--- src/ccrm_map.svh ---
// constants for the converter configuration register bank: offsets, fields, resets, word lengths
// assumes inclusion by bare name from the ccrm_outfmt and ccrm_top modules of this block
//
// Overview of operation
// - host drives serial clock and select; device only samples them as inputs
// - data pin is input during write data, driven by device during readback
// - bit-order bits 6 and 1 of 0x00: 0 msb first, 1 lsb first
// - soft-reset bits 5 and 2 restore defaults except 0x00, 0x09, 0x0A
// - grade register reports speed grade in bits [5:4], zero means 10 MHz grade
// - power field: 0 normal, 1 local down, 2 standby, 3 sleep
// - bit 2 of 0x09 enables the multiplier loop, reset value off
// - bit 7 of 0x0A reads 1 when the multiplier loop is locked
// - 0x0A bit 6 auto band, bits [5:0] multiplier factor, default 0
// - 0x0F bits [6:5]: 10 MHz for 0 and 3, 5 for 1, 2.5 for 2
// - format: offset binary for 0 and 3, twos complement 1, gray 2
// - output-disable bit floats all parallel data outputs
// - output-invert bit inverts every parallel output bit
// - interleave bit puts both channels on the single 16-bit bus
// - 0x16 bit 7 inverts data clock output polarity, default uninverted
// - 0x101 six-bit rate code selects output data rate, default 0
// - 0x111 bit 7 enables overrange self-clear, driven on overrange_self_clear_out, not on the overrange pin
// - 0x111 bit 6 indicator mode, bits [5:0] threshold, all default 0
// - access starts with 16-bit instruction, then 8-bit words until select rises; length bits ignored
// - select low gates a cycle; activity ignored while select high
// - read flag is the first instruction bit msb first, the last lsb first; pin turns to output for read data
`ifndef CCRM_MAP_SVH
`define CCRM_MAP_SVH
`define CCRM_ADDR_CFG 13'h0000
`define CCRM_ADDR_ID 13'h0001
`define CCRM_ADDR_GRADE 13'h0002
`define CCRM_ADDR_PWR 13'h0008
`define CCRM_ADDR_LOOPEN 13'h0009
`define CCRM_ADDR_LOOP 13'h000A
`define CCRM_ADDR_BW 13'h000F
`define CCRM_ADDR_OMODE 13'h0014
`define CCRM_ADDR_ODRV 13'h0015
`define CCRM_ADDR_OCLK 13'h0016
`define CCRM_ADDR_REF 13'h0018
`define CCRM_ADDR_RATE 13'h0101
`define CCRM_ADDR_OVR 13'h0111
`define CCRM_CFG_FIXED 8'h18
`define CCRM_RST_ODRV 8'h02
`define CCRM_RST_ZERO 8'h00
`define CCRM_BIT_LSB_HI 6
`define CCRM_BIT_LSB_LO 1
`define CCRM_BIT_SRST_HI 5
`define CCRM_BIT_SRST_LO 2
`define CCRM_BIT_LOOPEN 2
`define CCRM_BIT_LOCK 7
`define CCRM_BIT_AUTOBAND 6
`define CCRM_BIT_DATA_CLOCK_OUT_INVERT 7
`define CCRM_BIT_SELFCLR 7
`define CCRM_BIT_ORMODE 6
`define CCRM_BIT_IL 5
`define CCRM_BIT_FLOAT 4
`define CCRM_BIT_INV 2
`define CCRM_GRADE_LSB 4
`define CCRM_BW_LSB 5
`define CCRM_INSTR_BITS 16
`define CCRM_WORD_BITS 8
`endif

--- src/ccrm_pkg.sv ---
// types shared by the converter configuration register bank
// assumes ccrm_map.svh alongside for numeric constants
`default_nettype none
package ccrm_pkg;
    typedef enum logic [1:0] {
        CCRM_PWR_NORMAL,
        CCRM_PWR_LOCAL_DOWN,
        CCRM_PWR_STANDBY,
        CCRM_PWR_SLEEP
    } ccrm_power_e;
    typedef enum logic [1:0] {
        CCRM_FMT_OFFSET,
        CCRM_FMT_TWOS,
        CCRM_FMT_GRAY,
        CCRM_FMT_OFFSET_ALT
    } ccrm_format_e;
    typedef enum logic [1:0] {
        CCRM_BW_10M,
        CCRM_BW_5M,
        CCRM_BW_2M5,
        CCRM_BW_10M_ALT
    } ccrm_band_e;
    typedef enum logic [1:0] {
        CCRM_PH_IDLE,
        CCRM_PH_INSTR,
        CCRM_PH_DATA
    } ccrm_phase_e;
endpackage : ccrm_pkg
`default_nettype wire

--- src/ccrm_sync.sv ---
// two-flop synchroniser for one pin level
// assumes the input is asynchronous to clk_sys_in
`default_nettype none
module ccrm_sync #(
    parameter logic RESET_VALUE = 1'b0
) (
    input wire logic clk_sys_in, // system clock
    input wire logic reset_in, // synchronous reset, active high
    input wire logic async_in, // pin level
    output logic sync_out // synchronised level
);
    logic meta_q;
    always_ff @(posedge clk_sys_in) begin
        if (reset_in) begin
            meta_q <= RESET_VALUE;
            sync_out <= RESET_VALUE;
        end else begin
            meta_q <= async_in;
            sync_out <= meta_q;
        end
    end
endmodule // ccrm_sync
`default_nettype wire

--- src/ccrm_outfmt.sv ---
// parallel output word formatting: code conversion, inversion, float, interleave
// assumes samples arrive on the system clock with a valid strobe
`include "ccrm_map.svh"
`default_nettype none
module ccrm_outfmt #(
    parameter int WIDTH = 16
) (
    input wire logic clk_sys_in, // system clock
    input wire logic reset_in, // synchronous reset
    input wire logic [WIDTH-1:0] sample_a_in, // channel a, offset binary
    input wire logic [WIDTH-1:0] sample_b_in, // channel b, offset binary
    input wire logic sample_valid_in, // new sample pair
    input wire logic [7:0] omode_in, // output modes register
    output logic [WIDTH-1:0] data_out, // parallel word
    output logic [WIDTH-1:0] data_oe_out // per-bit drive enable
);
    logic [WIDTH-1:0] word_d;
    logic sel_b_q;
    function automatic logic [WIDTH-1:0] fmt(input logic [WIDTH-1:0] s, input logic [1:0] f);
        case (ccrm_pkg::ccrm_format_e'(f))
            ccrm_pkg::CCRM_FMT_TWOS: return {~s[WIDTH-1], s[WIDTH-2:0]};
            ccrm_pkg::CCRM_FMT_GRAY: return s ^ (s >> 1);
            default: return s;
        endcase
    endfunction
    always_comb begin
        // interleave alternates channels on consecutive samples of the one bus
        if (omode_in[`CCRM_BIT_IL] && sel_b_q) begin
            word_d = fmt(sample_b_in, omode_in[1:0]);
        end else begin
            word_d = fmt(sample_a_in, omode_in[1:0]);
        end
        if (omode_in[`CCRM_BIT_INV]) begin
            word_d = ~word_d;
        end
    end
    always_ff @(posedge clk_sys_in) begin
        if (reset_in) begin
            sel_b_q <= 1'b0;
        end else if (sample_valid_in) begin
            sel_b_q <= omode_in[`CCRM_BIT_IL] ? ~sel_b_q : 1'b0;
        end
    end
    always_ff @(posedge clk_sys_in) begin
        if (reset_in) begin
            data_out <= '0;
            data_oe_out <= '0;
        end else begin
            if (sample_valid_in) begin
                data_out <= word_d;
            end
            data_oe_out <= {WIDTH{~omode_in[`CCRM_BIT_FLOAT]}};
        end
    end
endmodule // ccrm_outfmt
`default_nettype wire

--- src/ccrm_top.sv ---
// serial-port register bank of the converter with its control outputs
// assumes host is serial master; the serial clock is sampled by clk_sys_in (>= 4x faster)
`include "ccrm_map.svh"
`default_nettype none
module ccrm_top #(
    parameter logic [7:0] PART_CODE = 8'hA5, // arbitrary neutral identification value
    parameter logic [1:0] SPEED_GRADE = 2'h0,
    parameter int WIDTH = 16
) (
    input wire logic clk_sys_in, // system clock, 50 MHz
    input wire logic reset_in, // synchronous reset, active high
    input wire logic sclk_in, // serial clock pin from host
    input wire logic select_n_in, // serial select pin, active low
    input wire logic sdio_in, // serial data pin level
    output logic sdio_out, // serial data drive value
    output logic sdio_oe_out, // serial data drive enable, high drives
    input wire logic loop_lock_in, // multiplier loop lock, asynchronous
    input wire logic overrange_in, // overrange event from datapath, same clock
    input wire logic [WIDTH-1:0] sample_a_in, // channel a sample
    input wire logic [WIDTH-1:0] sample_b_in, // channel b sample
    input wire logic sample_valid_in, // sample strobe
    output logic [WIDTH-1:0] data_out, // parallel data
    output logic [WIDTH-1:0] data_oe_out, // parallel data drive enable
    input wire logic data_clock_in, // internal data clock
    output logic data_clock_out_out, // data clock output pin
    output logic overrange_out, // overrange pin
    output logic [1:0] power_state_select_out, // power state
    output logic multiplier_loop_on_out, // loop enable
    output logic auto_band_select_out, // loop auto band
    output logic [5:0] loop_multiplier_out, // loop factor
    output logic [1:0] passband_select_out, // bandwidth code
    output logic [5:0] output_rate_out, // rate code
    output logic overrange_self_clear_out, // self-clear enable
    output logic overrange_indicator_mode_out, // indicator mode
    output logic [5:0] overrange_level_out, // overrange threshold
    output logic output_level_standard_out, // output drive standard
    output logic [3:0] output_drive_out, // drive strength fields
    output logic external_reference_out // external reference select
);
    logic sclk_s, sel_n_s, sdio_s, lock_s;
    logic sclk_prev_q;
    ccrm_pkg::ccrm_phase_e phase_q;
    logic [15:0] instr_q;
    logic [4:0] bit_cnt_q;
    logic [7:0] shift_q, rd_q;
    logic [12:0] addr_q;
    logic is_read_q;
    logic low_bit_first_select_q;
    logic [7:0] pwr_q, loopen_q, loop_q, bw_q, omode_q, odrv_q, oclk_q, ref_q, rate_q, ovr_q;
    logic sclk_rise, sclk_fall, wr_stb;
    logic [7:0] wr_byte, rd_byte;
    logic soft_reset;
    logic [15:0] instr_w, instr_lsb;
    logic [3:0] pins_s;
    wire [3:0] pins_w = {loop_lock_in, sdio_in, select_n_in, sclk_in};

    // all four pin inputs (serial clock, select, data, loop lock) are synchronised before use
    for (genvar g = 0; g < 4; g++) begin : g_sync
        ccrm_sync #(.RESET_VALUE(g == 1)) u_sync (.clk_sys_in(clk_sys_in), .reset_in(reset_in),
            .async_in(pins_w[g]), .sync_out(pins_s[g]));
    end
    assign {lock_s, sdio_s, sel_n_s, sclk_s} = pins_s;

    always_ff @(posedge clk_sys_in) begin
        if (reset_in) begin
            sclk_prev_q <= 1'b0;
        end else begin
            sclk_prev_q <= sclk_s;
        end
    end
    assign sclk_rise = sclk_s & ~sclk_prev_q & ~sel_n_s;
    assign sclk_fall = ~sclk_s & sclk_prev_q & ~sel_n_s;

    function automatic logic [7:0] rev8(input logic [7:0] v);
        logic [7:0] r;
        r = '0;
        for (int i = 0; i < 8; i++) begin
            r[i] = v[7-i];
        end
        return r;
    endfunction

    // shift register always fills msb first; lsb-first words are reversed at use
    assign wr_byte = low_bit_first_select_q ? rev8({shift_q[6:0], sdio_s})
                                            : {shift_q[6:0], sdio_s};
    assign instr_w = {instr_q[14:0], sdio_s};
    assign instr_lsb = {rev8(instr_w[7:0]), rev8(instr_w[15:8])};
    assign wr_stb = sclk_rise && (phase_q == ccrm_pkg::CCRM_PH_DATA) && !is_read_q
                    && (bit_cnt_q == 5'd7);
    assign soft_reset = wr_stb && (addr_q == `CCRM_ADDR_CFG)
                        && (wr_byte[`CCRM_BIT_SRST_HI] || wr_byte[`CCRM_BIT_SRST_LO]);

    always_ff @(posedge clk_sys_in) begin
        if (reset_in || sel_n_s) begin
            phase_q <= ccrm_pkg::CCRM_PH_INSTR;
            bit_cnt_q <= '0;
            shift_q <= '0;
            instr_q <= '0;
            addr_q <= '0;
            is_read_q <= 1'b0;
        end else if (sclk_rise) begin
            shift_q <= {shift_q[6:0], sdio_s};
            case (phase_q)
                ccrm_pkg::CCRM_PH_INSTR: begin
                    instr_q <= {instr_q[14:0], sdio_s};
                    if (bit_cnt_q == 5'(`CCRM_INSTR_BITS - 1)) begin
                        phase_q <= ccrm_pkg::CCRM_PH_DATA;
                        bit_cnt_q <= '0;
                        // lsb-first instructions carry address first and the read flag last
                        if (low_bit_first_select_q) begin
                            addr_q <= instr_lsb[12:0];
                            is_read_q <= instr_lsb[15];
                        end else begin
                            addr_q <= {instr_q[11:0], sdio_s};
                            is_read_q <= instr_q[14];
                        end
                    end else begin
                        bit_cnt_q <= bit_cnt_q + 5'd1;
                    end
                end
                ccrm_pkg::CCRM_PH_DATA: begin
                    if (bit_cnt_q == 5'(`CCRM_WORD_BITS - 1)) begin
                        bit_cnt_q <= '0;
                        // streaming walks the address, down for msb first, up for lsb first
                        addr_q <= low_bit_first_select_q ? addr_q + 13'd1 : addr_q - 13'd1;
                    end else begin
                        bit_cnt_q <= bit_cnt_q + 5'd1;
                    end
                end
                default: phase_q <= ccrm_pkg::CCRM_PH_INSTR;
            endcase
        end
    end

    always_comb begin
        rd_byte = 8'h00;
        if (addr_q == `CCRM_ADDR_CFG) begin
            rd_byte = `CCRM_CFG_FIXED;
            rd_byte[`CCRM_BIT_LSB_HI] = low_bit_first_select_q;
            rd_byte[`CCRM_BIT_LSB_LO] = low_bit_first_select_q;
        end else if (addr_q == `CCRM_ADDR_ID) begin
            rd_byte = PART_CODE;
        end else if (addr_q == `CCRM_ADDR_GRADE) begin
            rd_byte = {2'b00, SPEED_GRADE, 4'h0};
        end else if (addr_q == `CCRM_ADDR_PWR) begin
            rd_byte = pwr_q;
        end else if (addr_q == `CCRM_ADDR_LOOPEN) begin
            rd_byte = loopen_q;
        end else if (addr_q == `CCRM_ADDR_LOOP) begin
            rd_byte = {lock_s, loop_q[6:0]};
        end else if (addr_q == `CCRM_ADDR_BW) begin
            rd_byte = bw_q;
        end else if (addr_q == `CCRM_ADDR_OMODE) begin
            rd_byte = omode_q;
        end else if (addr_q == `CCRM_ADDR_ODRV) begin
            rd_byte = odrv_q;
        end else if (addr_q == `CCRM_ADDR_OCLK) begin
            rd_byte = oclk_q;
        end else if (addr_q == `CCRM_ADDR_REF) begin
            rd_byte = ref_q;
        end else if (addr_q == `CCRM_ADDR_RATE) begin
            rd_byte = rate_q;
        end else if (addr_q == `CCRM_ADDR_OVR) begin
            rd_byte = ovr_q;
        end
    end

    // readback drive: pin turns on the sclk falling edge after the instruction
    always_ff @(posedge clk_sys_in) begin
        if (reset_in || sel_n_s) begin
            sdio_oe_out <= 1'b0;
            sdio_out <= 1'b0;
            rd_q <= '0;
        end else if (sclk_fall && phase_q == ccrm_pkg::CCRM_PH_DATA && is_read_q) begin
            sdio_oe_out <= 1'b1;
            if (bit_cnt_q == 5'd0) begin
                rd_q <= low_bit_first_select_q ? {1'b0, rd_byte[7:1]} : {rd_byte[6:0], 1'b0};
                sdio_out <= low_bit_first_select_q ? rd_byte[0] : rd_byte[7];
            end else begin
                rd_q <= low_bit_first_select_q ? {1'b0, rd_q[7:1]} : {rd_q[6:0], 1'b0};
                sdio_out <= low_bit_first_select_q ? rd_q[0] : rd_q[7];
            end
        end
    end

    // port configuration survives soft reset
    always_ff @(posedge clk_sys_in) begin
        if (reset_in) begin
            low_bit_first_select_q <= 1'b0;
        end else if (wr_stb && addr_q == `CCRM_ADDR_CFG) begin
            low_bit_first_select_q <= wr_byte[`CCRM_BIT_LSB_HI] | wr_byte[`CCRM_BIT_LSB_LO];
        end
    end

    // loop registers survive soft reset
    always_ff @(posedge clk_sys_in) begin
        if (reset_in) begin
            loopen_q <= `CCRM_RST_ZERO;
            loop_q <= `CCRM_RST_ZERO;
        end else if (wr_stb && addr_q == `CCRM_ADDR_LOOPEN) begin
            loopen_q <= {5'h00, wr_byte[`CCRM_BIT_LOOPEN], 2'b00};
        end else if (wr_stb && addr_q == `CCRM_ADDR_LOOP) begin
            loop_q <= {1'b0, wr_byte[6:0]};
        end
    end

    always_ff @(posedge clk_sys_in) begin
        if (reset_in || soft_reset) begin
            pwr_q <= `CCRM_RST_ZERO;
            bw_q <= `CCRM_RST_ZERO;
            omode_q <= `CCRM_RST_ZERO;
            odrv_q <= `CCRM_RST_ODRV;
            oclk_q <= `CCRM_RST_ZERO;
            ref_q <= `CCRM_RST_ZERO;
            rate_q <= `CCRM_RST_ZERO;
            ovr_q <= `CCRM_RST_ZERO;
        end else if (wr_stb) begin
            // id and grade have no storage, so writes there fall away
            if (addr_q == `CCRM_ADDR_PWR) begin
                pwr_q <= {6'h00, wr_byte[1:0]};
            end else if (addr_q == `CCRM_ADDR_BW) begin
                bw_q <= {1'b0, wr_byte[6:5], 5'h00};
            end else if (addr_q == `CCRM_ADDR_OMODE) begin
                omode_q <= {wr_byte[7], 1'b0, wr_byte[5:4], 1'b0, wr_byte[2:0]};
            end else if (addr_q == `CCRM_ADDR_ODRV) begin
                odrv_q <= {4'h0, wr_byte[3:0]};
            end else if (addr_q == `CCRM_ADDR_OCLK) begin
                oclk_q <= {wr_byte[7], 7'h00};
            end else if (addr_q == `CCRM_ADDR_REF) begin
                ref_q <= {1'b0, wr_byte[6], 6'h00};
            end else if (addr_q == `CCRM_ADDR_RATE) begin
                rate_q <= {2'b00, wr_byte[5:0]};
            end else if (addr_q == `CCRM_ADDR_OVR) begin
                ovr_q <= wr_byte;
            end
        end
    end

    always_ff @(posedge clk_sys_in) begin
        if (reset_in) begin
            power_state_select_out <= '0;
            multiplier_loop_on_out <= 1'b0;
            auto_band_select_out <= 1'b0;
            loop_multiplier_out <= '0;
            passband_select_out <= '0;
            output_rate_out <= '0;
            overrange_self_clear_out <= 1'b0;
            overrange_indicator_mode_out <= 1'b0;
            overrange_level_out <= '0;
            output_level_standard_out <= 1'b0;
            output_drive_out <= 4'h2;
            external_reference_out <= 1'b0;
            data_clock_out_out <= 1'b0;
            overrange_out <= 1'b0;
        end else begin
            power_state_select_out <= pwr_q[1:0];
            multiplier_loop_on_out <= loopen_q[`CCRM_BIT_LOOPEN];
            auto_band_select_out <= loop_q[`CCRM_BIT_AUTOBAND];
            loop_multiplier_out <= loop_q[5:0];
            passband_select_out <= bw_q[`CCRM_BW_LSB +: 2];
            output_rate_out <= rate_q[5:0];
            overrange_self_clear_out <= ovr_q[`CCRM_BIT_SELFCLR];
            overrange_indicator_mode_out <= ovr_q[`CCRM_BIT_ORMODE];
            overrange_level_out <= ovr_q[5:0];
            output_level_standard_out <= omode_q[7];
            output_drive_out <= odrv_q[3:0];
            external_reference_out <= ref_q[6];
            data_clock_out_out <= data_clock_in ^ oclk_q[`CCRM_BIT_DATA_CLOCK_OUT_INVERT];
            // the self-clear term is masked by overrange_in, so the pin only registers overrange_in
            overrange_out <= overrange_in | (ovr_q[`CCRM_BIT_SELFCLR] & overrange_out
                             & overrange_in);
        end
    end

    ccrm_outfmt #(.WIDTH(WIDTH)) u_outfmt (
        .clk_sys_in(clk_sys_in),
        .reset_in(reset_in),
        .sample_a_in(sample_a_in),
        .sample_b_in(sample_b_in),
        .sample_valid_in(sample_valid_in),
        .omode_in(omode_q),
        .data_out(data_out),
        .data_oe_out(data_oe_out)
    );
endmodule // ccrm_top
`default_nettype wire

--- config.mk ---
export PLATFORM = sky130hd
export DESIGN_NAME = ccrm_top
export DESIGN_NICKNAME = d
export VERILOG_FILES = /design/src/ccrm_pkg.sv /design/src/ccrm_sync.sv /design/src/ccrm_outfmt.sv /design/src/ccrm_top.sv
export VERILOG_INCLUDE_DIRS = /design/src
export SDC_FILE = /design/constraint.sdc
export NUM_CORES = 1
export LEC_CHECK = 0
export BUFFER_PORTS_ARGS = -buffer_cell sky130_fd_sc_hd__buf_2
export CORE_ASPECT_RATIO = 1.75
export CORE_MARGIN = 2
export CORE_UTILIZATION = 43
export DETAILED_ROUTE_END_ITERATION = 10
export PLACE_DENSITY = 0.66
export SYNTH_ARGS = -nofsm -noshare
export SYNTH_HDL_FRONTEND = slang
export SYNTH_HIERARCHICAL = 1
export SYNTH_SLANG_ARGS = --single-unit
--- constraint.sdc ---
create_clock -name clk_sys_in -period 2.5 [get_ports clk_sys_in]
set_input_delay 0.125 -clock clk_sys_in [delete_from_list [all_inputs] [get_ports clk_sys_in]]
set_output_delay 0.125 -clock clk_sys_in [all_outputs]
set_load 0.02 [all_outputs]
[Word level (Yosys, flattened, before mapping)]
Index checks and enable logic that the tools add are counted.
Cells by class
  add/sub/neg operators: 3
  eq/ne operators: 20
  muxes and demuxes: 36
  bitwise operators: 28
  reductions and logical operators: 31
Operators with widths (number)
  8-bit 2-to-1 mux: 17
  16-bit case mux with 2 select lines: 2
  13-bit by 4-bit equality test with 1-bit output (second input constant): 4
  13-bit by 5-bit equality test with 1-bit output (second input constant): 4
  13-bit 2-to-1 mux: 4
  16-bit 2-to-1 mux: 2
  16-bit by 15-bit XOR with 16-bit output: 2
  13-bit by 9-bit equality test with 1-bit output (second input constant): 2
  13-bit case mux with 2 select lines: 1
  1-bit NOT: 16
  16-bit NOT: 1
  13-bit by 1-bit adder with 13-bit output (second input constant): 1
  13-bit by 1-bit equality test with 1-bit output (second input constant): 1
  13-bit by 2-bit equality test with 1-bit output (second input constant): 1
  13-bit zero test: 1
  13-bit by 1-bit subtractor with 13-bit output (second input constant): 1
  1-bit logical AND: 10
  5-bit 2-to-1 mux: 2
  5-bit case mux with 2 select lines: 1
  3-bit AND reduction: 3
  9-bit AND reduction: 1
  2-bit AND reduction: 4
  4-bit AND reduction: 2
  8-bit AND reduction: 1
  20 further kinds: 34
Storage, ports and cells
  bits in registers: 153
  bits of input ports: 41
  output and inout port bits: 68
  word-level logic and storage cells: 164

[Logic depth before layout (Yosys ltp)]
  depth after elaboration: 16
  depth in mapped cells: 11
  depth with buffers taken out: 10

[Cells and area by module]
Netlist, hierarchy kept.
Modules (own cells, without submodules)
  ccrm_top: instances 1, cells an instance 749, area each 6308.6 um^2, sequential area each 2542.4 um^2
  ccrm_outfmt: instances 1, cells an instance 261, area each 2125.8 um^2, sequential area each 360.3 um^2
  ccrm_sync: instances 4, cells an instance 4, area each 52.6 um^2, sequential area each 40.0 um^2

[Least setup slack after synthesis]
No wires, ideal clock.
  path type: register -> register
  start: reg bit_cnt_q[0]
  end: reg loopen_q[2]
  setup time: 0.128 ns
  data arrival time: 2.075 ns
  data required time: 2.372 ns
  path slack: 0.298 ns
  stages on the path, launching flop included: 9
  buffers on the path: 1
  clock period less this slack: 2.202 ns
  cell sequence: dfxtp_1 -> ha_1 -> nor4bb_1 -> and4b_1 -> clkbuf_1 -> nand2_1 -> or4_1 -> mux2i_1 -> nor2_1
On the way
  longest elaborated chain between the ends: 3
RTL lines
  start, declared: line ccrm_top.sv:44  | logic [4:0] bit_cnt_q;
  start signal, assigned: line ccrm_top.sv:118  | bit_cnt_q <= bit_cnt_q + 5'd1;
  start signal, assigned: line ccrm_top.sv:127  | bit_cnt_q <= bit_cnt_q + 5'd1;
  5-bit by 3-bit equality test with 1-bit output: line ccrm_top.sv:89  | && (bit_cnt_q == 5'd7);
  1-bit logical AND: line ccrm_top.sv:89
  1-bit logical AND (no source line)
  end signal, assigned: line ccrm_top.sv:198  | loopen_q <= `CCRM_RST_ZERO;
  end signal, assigned: line ccrm_top.sv:201  | loopen_q <= {5'h00, wr_byte[`CCRM_BIT_LOOPEN], 2'b00};
  end, declared: line ccrm_top.sv:49  | logic [7:0] pwr_q, loopen_q, loop_q, bw_q, omode_q, odrv_q, oclk_q, ref_q, rate_q, ovr_q;
Every way passes these cells.
A chain may end at the register's enable or synchronous reset.

[Worst setup path after layout]
  start: reg addr_q[11]
  end: reg sdio_out
On the way
  longest elaborated chain between the ends: 16
  elaborated cells between the ends (all ways): 28
  those cells by class: eq/ne: 12; mux: 15; reduce/logical: 1
RTL lines
  start, declared: line ccrm_top.sv:46  | logic [12:0] addr_q;
  start signal, assigned: line ccrm_top.sv:111  | addr_q <= instr_lsb[12:0];
  start signal, assigned: line ccrm_top.sv:114  | addr_q <= {instr_q[11:0], sdio_s};
  start signal, assigned: line ccrm_top.sv:125  | addr_q <= low_bit_first_select_q ? addr_q + 13'd1 : addr_q - 13'd1;
  13-bit by 9-bit equality test with 1-bit output (no source line)
  8-bit 2-to-1 mux: line ccrm_top.sv:163  | end else if (addr_q == `CCRM_ADDR_OVR) begin
  8-bit 2-to-1 mux: line ccrm_top.sv:161  | end else if (addr_q == `CCRM_ADDR_RATE) begin
  8-bit 2-to-1 mux: line ccrm_top.sv:159  | end else if (addr_q == `CCRM_ADDR_REF) begin
  8-bit 2-to-1 mux: line ccrm_top.sv:157  | end else if (addr_q == `CCRM_ADDR_OCLK) begin
  8-bit 2-to-1 mux: line ccrm_top.sv:155  | end else if (addr_q == `CCRM_ADDR_ODRV) begin
  8-bit 2-to-1 mux: line ccrm_top.sv:153  | end else if (addr_q == `CCRM_ADDR_OMODE) begin
  8-bit 2-to-1 mux: line ccrm_top.sv:151  | end else if (addr_q == `CCRM_ADDR_BW) begin
  8-bit 2-to-1 mux: line ccrm_top.sv:149  | end else if (addr_q == `CCRM_ADDR_LOOP) begin
  8-bit 2-to-1 mux: line ccrm_top.sv:147  | end else if (addr_q == `CCRM_ADDR_LOOPEN) begin
  8-bit 2-to-1 mux: line ccrm_top.sv:145  | end else if (addr_q == `CCRM_ADDR_PWR) begin
  8-bit 2-to-1 mux: line ccrm_top.sv:143  | end else if (addr_q == `CCRM_ADDR_GRADE) begin
  8-bit 2-to-1 mux: line ccrm_top.sv:141  | end else if (addr_q == `CCRM_ADDR_ID) begin
  8-bit 2-to-1 mux (*): line ccrm_top.sv:137  | if (addr_q == `CCRM_ADDR_CFG) begin
  1-bit 2-to-1 mux (*): line ccrm_top.sv:178  | sdio_out <= low_bit_first_select_q ? rd_byte[0] : rd_byte[7];
  1-bit 2-to-1 mux (*): line ccrm_top.sv:176  | if (bit_cnt_q == 5'd0) begin
  end signal, assigned: line ccrm_top.sv:178
  end signal, assigned: line ccrm_top.sv:181  | sdio_out <= low_bit_first_select_q ? rd_q[0] : rd_q[7];
  end, declared: line ccrm_top.sv:15  | output logic sdio_out,
Every way passes the cells marked *; elsewhere a longest branch is shown, timed or not.

==> results_dict.tcl <==
set metrics [dict create \
    outcome "finished clean" \
    die_w_um 111 \
    worst_slack_ns 0.166 \
    fin_crit_sh 0.933 \
    syn_area_um2 8640 \
    ir_drop_uv 578 \
    area_growth_pct 18.1 \
    cts_htree_levels 4 \
    finalSetupViolCount 0 \
    top_layer "met4" \
    clock_latency_ns 0.43 \
    grt_usage 0.226 \
    antenna_cells 0 \
    grt_pass1_wl_um 38500 \
    hold_depth 3 \
    endpoint_kind "flip-flop" \
    fin_worst_skew_ns 0.00908 \
    wl_um 24300 \
    wl_per_cell_um 17.6 \
    slew_violations 0 \
    fp.dieArea_um2 21300 \
    grt_overflow 0 \
    n_fill_cell 1903 \
    cp-start-kind "flip-flop" \
    post_cts.repair.setup_buffers 0 \
    hold_viol 0 \
    cts_tree "yes" \
    fin_nets 1175 \
    place_ws_ns 0.168 \
    period_minus_slack_ns 2.33 \
    synth_cells 1025 \
    viasPerCell 5.74 \
    power_mw 5.57 \
    hold_slack_ns 0.170 \
    clock.fmax_ghz 0.429 \
    initial_core_util 0.438 \
    drv_cap 0 \
    reg2regPathDepth 7 \
    yosysWarnings 6 \
    ant_nets 0 \
    clk_pin_slew_ns 0.06 \
    clkSinkCount 153 \
    final_cell_mix "dfxtp_1, buf_2, nor2_1, nand2_1, o21ai_0" \
    num_vias 7919 \
    cp_max_fo 7 \
    hp-class "primary input to flip-flop" \
    setup_tns_ns 0 \
    leakage_nw 4.08 \
    arrival_ns 2.69 \
    crit_type "flip-flop to flip-flop" \
    port_buffers 108 \
    drtPass1Iterations 5 \
    die_y_um 192 \
    drive_above_1_share 0.221 \
    cts_made_buffers 17 \
    tightest_slew_ns 0.746 \
    design.core.area_um2 19700 \
    antenna_found_initial 0 \
    avgSynthCellArea_um2 8.43 \
    drt-met1-wl_um 9300 \
    hpwl_um 17900 \
    grt_pass1_vias 7478 \
    route.detailed.drc 0 \
    final_common_cell "dfxtp_1" \
    slew_headroom 0.499 \
    place.gp.congestion 0.962 \
    synth_fp_nets 1079 \
    met2_length_um 12400 \
    cts_buffer_depth 2 \
    powerDensity_nw_per_um2 546 \
    clockRootBuffer "clkbuf_16" \
    first_iter_violations 455 \
    wl_met3_um 948 \
    required_ns 2.85 \
    rows 68 \
    ios 109 \
    grt_max_degree 63 \
]
-- path summary, 6_finish.rpt --
kind / endpoint / slack, ns / start
max: sdio_out$_SDFFE_PP0P_ / 0.17 / addr_q[11]$_SDFFE_PP0P_
min: output_level_standard_out$_SDFF_PP0_ / 0.17 / reset_in
max reg2reg: sdio_out$_SDFFE_PP0P_ / 0.17 / addr_q[11]$_SDFFE_PP0P_
min reg2reg: g_sync[1].u_sync/sync_out$_SDFF_PP1_ / 0.42 / g_sync[1].u_sync/meta_q$_SDFF_PP1_
-- worst max-delay path, cell delays in order (launching register included) --
cell,delay (ns)
dfxtp_1,0.36
nor4_1,0.52
nand3_1,0.34
a2111oi_1,0.42
a311oi_1,0.10
buf_4,0.16
and3_1,0.18
o31ai_2,0.17
-- metal layers --
metal | vias to the layer above | GRT usage
met5 | - | 0
met4 | 0 | 0.161
met3 | 98 | 0.0320
met2 | 256 | 0.413
met1 | 3659 | 0.237
li1 | 3906 | -
-- timing repair --
item | 4_1_cts | 5_1_grt
hold endpoints to repair | 6 | 0
gates resized for setup | 0 | 5
setup endpoints to repair | 0 | 39
hold buffers | 6 | 0
-- registers in the layout, indices dropped and copies added, names as in the netlist, 4 cells and up --
signal                  count
output_drive_out            4
g_sync.u_sync/meta_q        4
loop_multiplier_out         6
instr_q                    15
overrange_level_out         6
output_rate_out             6
g_sync.u_sync/sync_out      4
addr_q                     13
ovr_q                       8
loop_q                      7
rd_q                        8
omode_q                     6
u_outfmt/data_out          16
rate_q                      6
shift_q                     7
bit_cnt_q                   5
odrv_q                      4
-- per-stage QoR --
| stage | area (um^2) | cells | utilization |
|---|---|---|---|
| global route | 10200 | 1379 | 0.517 |
| floorplan | 8640 | 1025 | - |
| detailed placement | 9480 | 1341 | 0.480 |
| CTS | 10200 | 1379 | 0.516 |
| global placement | 9480 | 1341 | 0.480 |
| finish | 10200 | 1379 | 0.517 |
-- cell type report --
class | instances | area (um^2) | area share
well taps | 245 | 307 | 0.0300
clock inverters | 12 | 189 | 0.0185
flip-flops and latches | 153 | 3060 | 0.300
inverters | 22 | 82.6 | 0.00809
repair buffers | 173 | 1080 | 0.106
clock buffers | 20 | 457 | 0.0447
multi-input cells | 754 | 5030 | 0.493
-- power breakdown --
| part | leakage, nW | total [mW] | switching, mW | internal (mW) |
|---|---|---|---|---|
| registers | 1.24 | 2.48 | 0.0165 | 2.46 |
| clock network | 0.305 | 2.82 | 1.08 | 1.74 |
| logic | 2.54 | 0.269 | 0.161 | 0.108 |
| total | 4.08 | 5.57 | 1.26 | 4.31 |
Note: power is estimated with default switching activity, not from simulation.
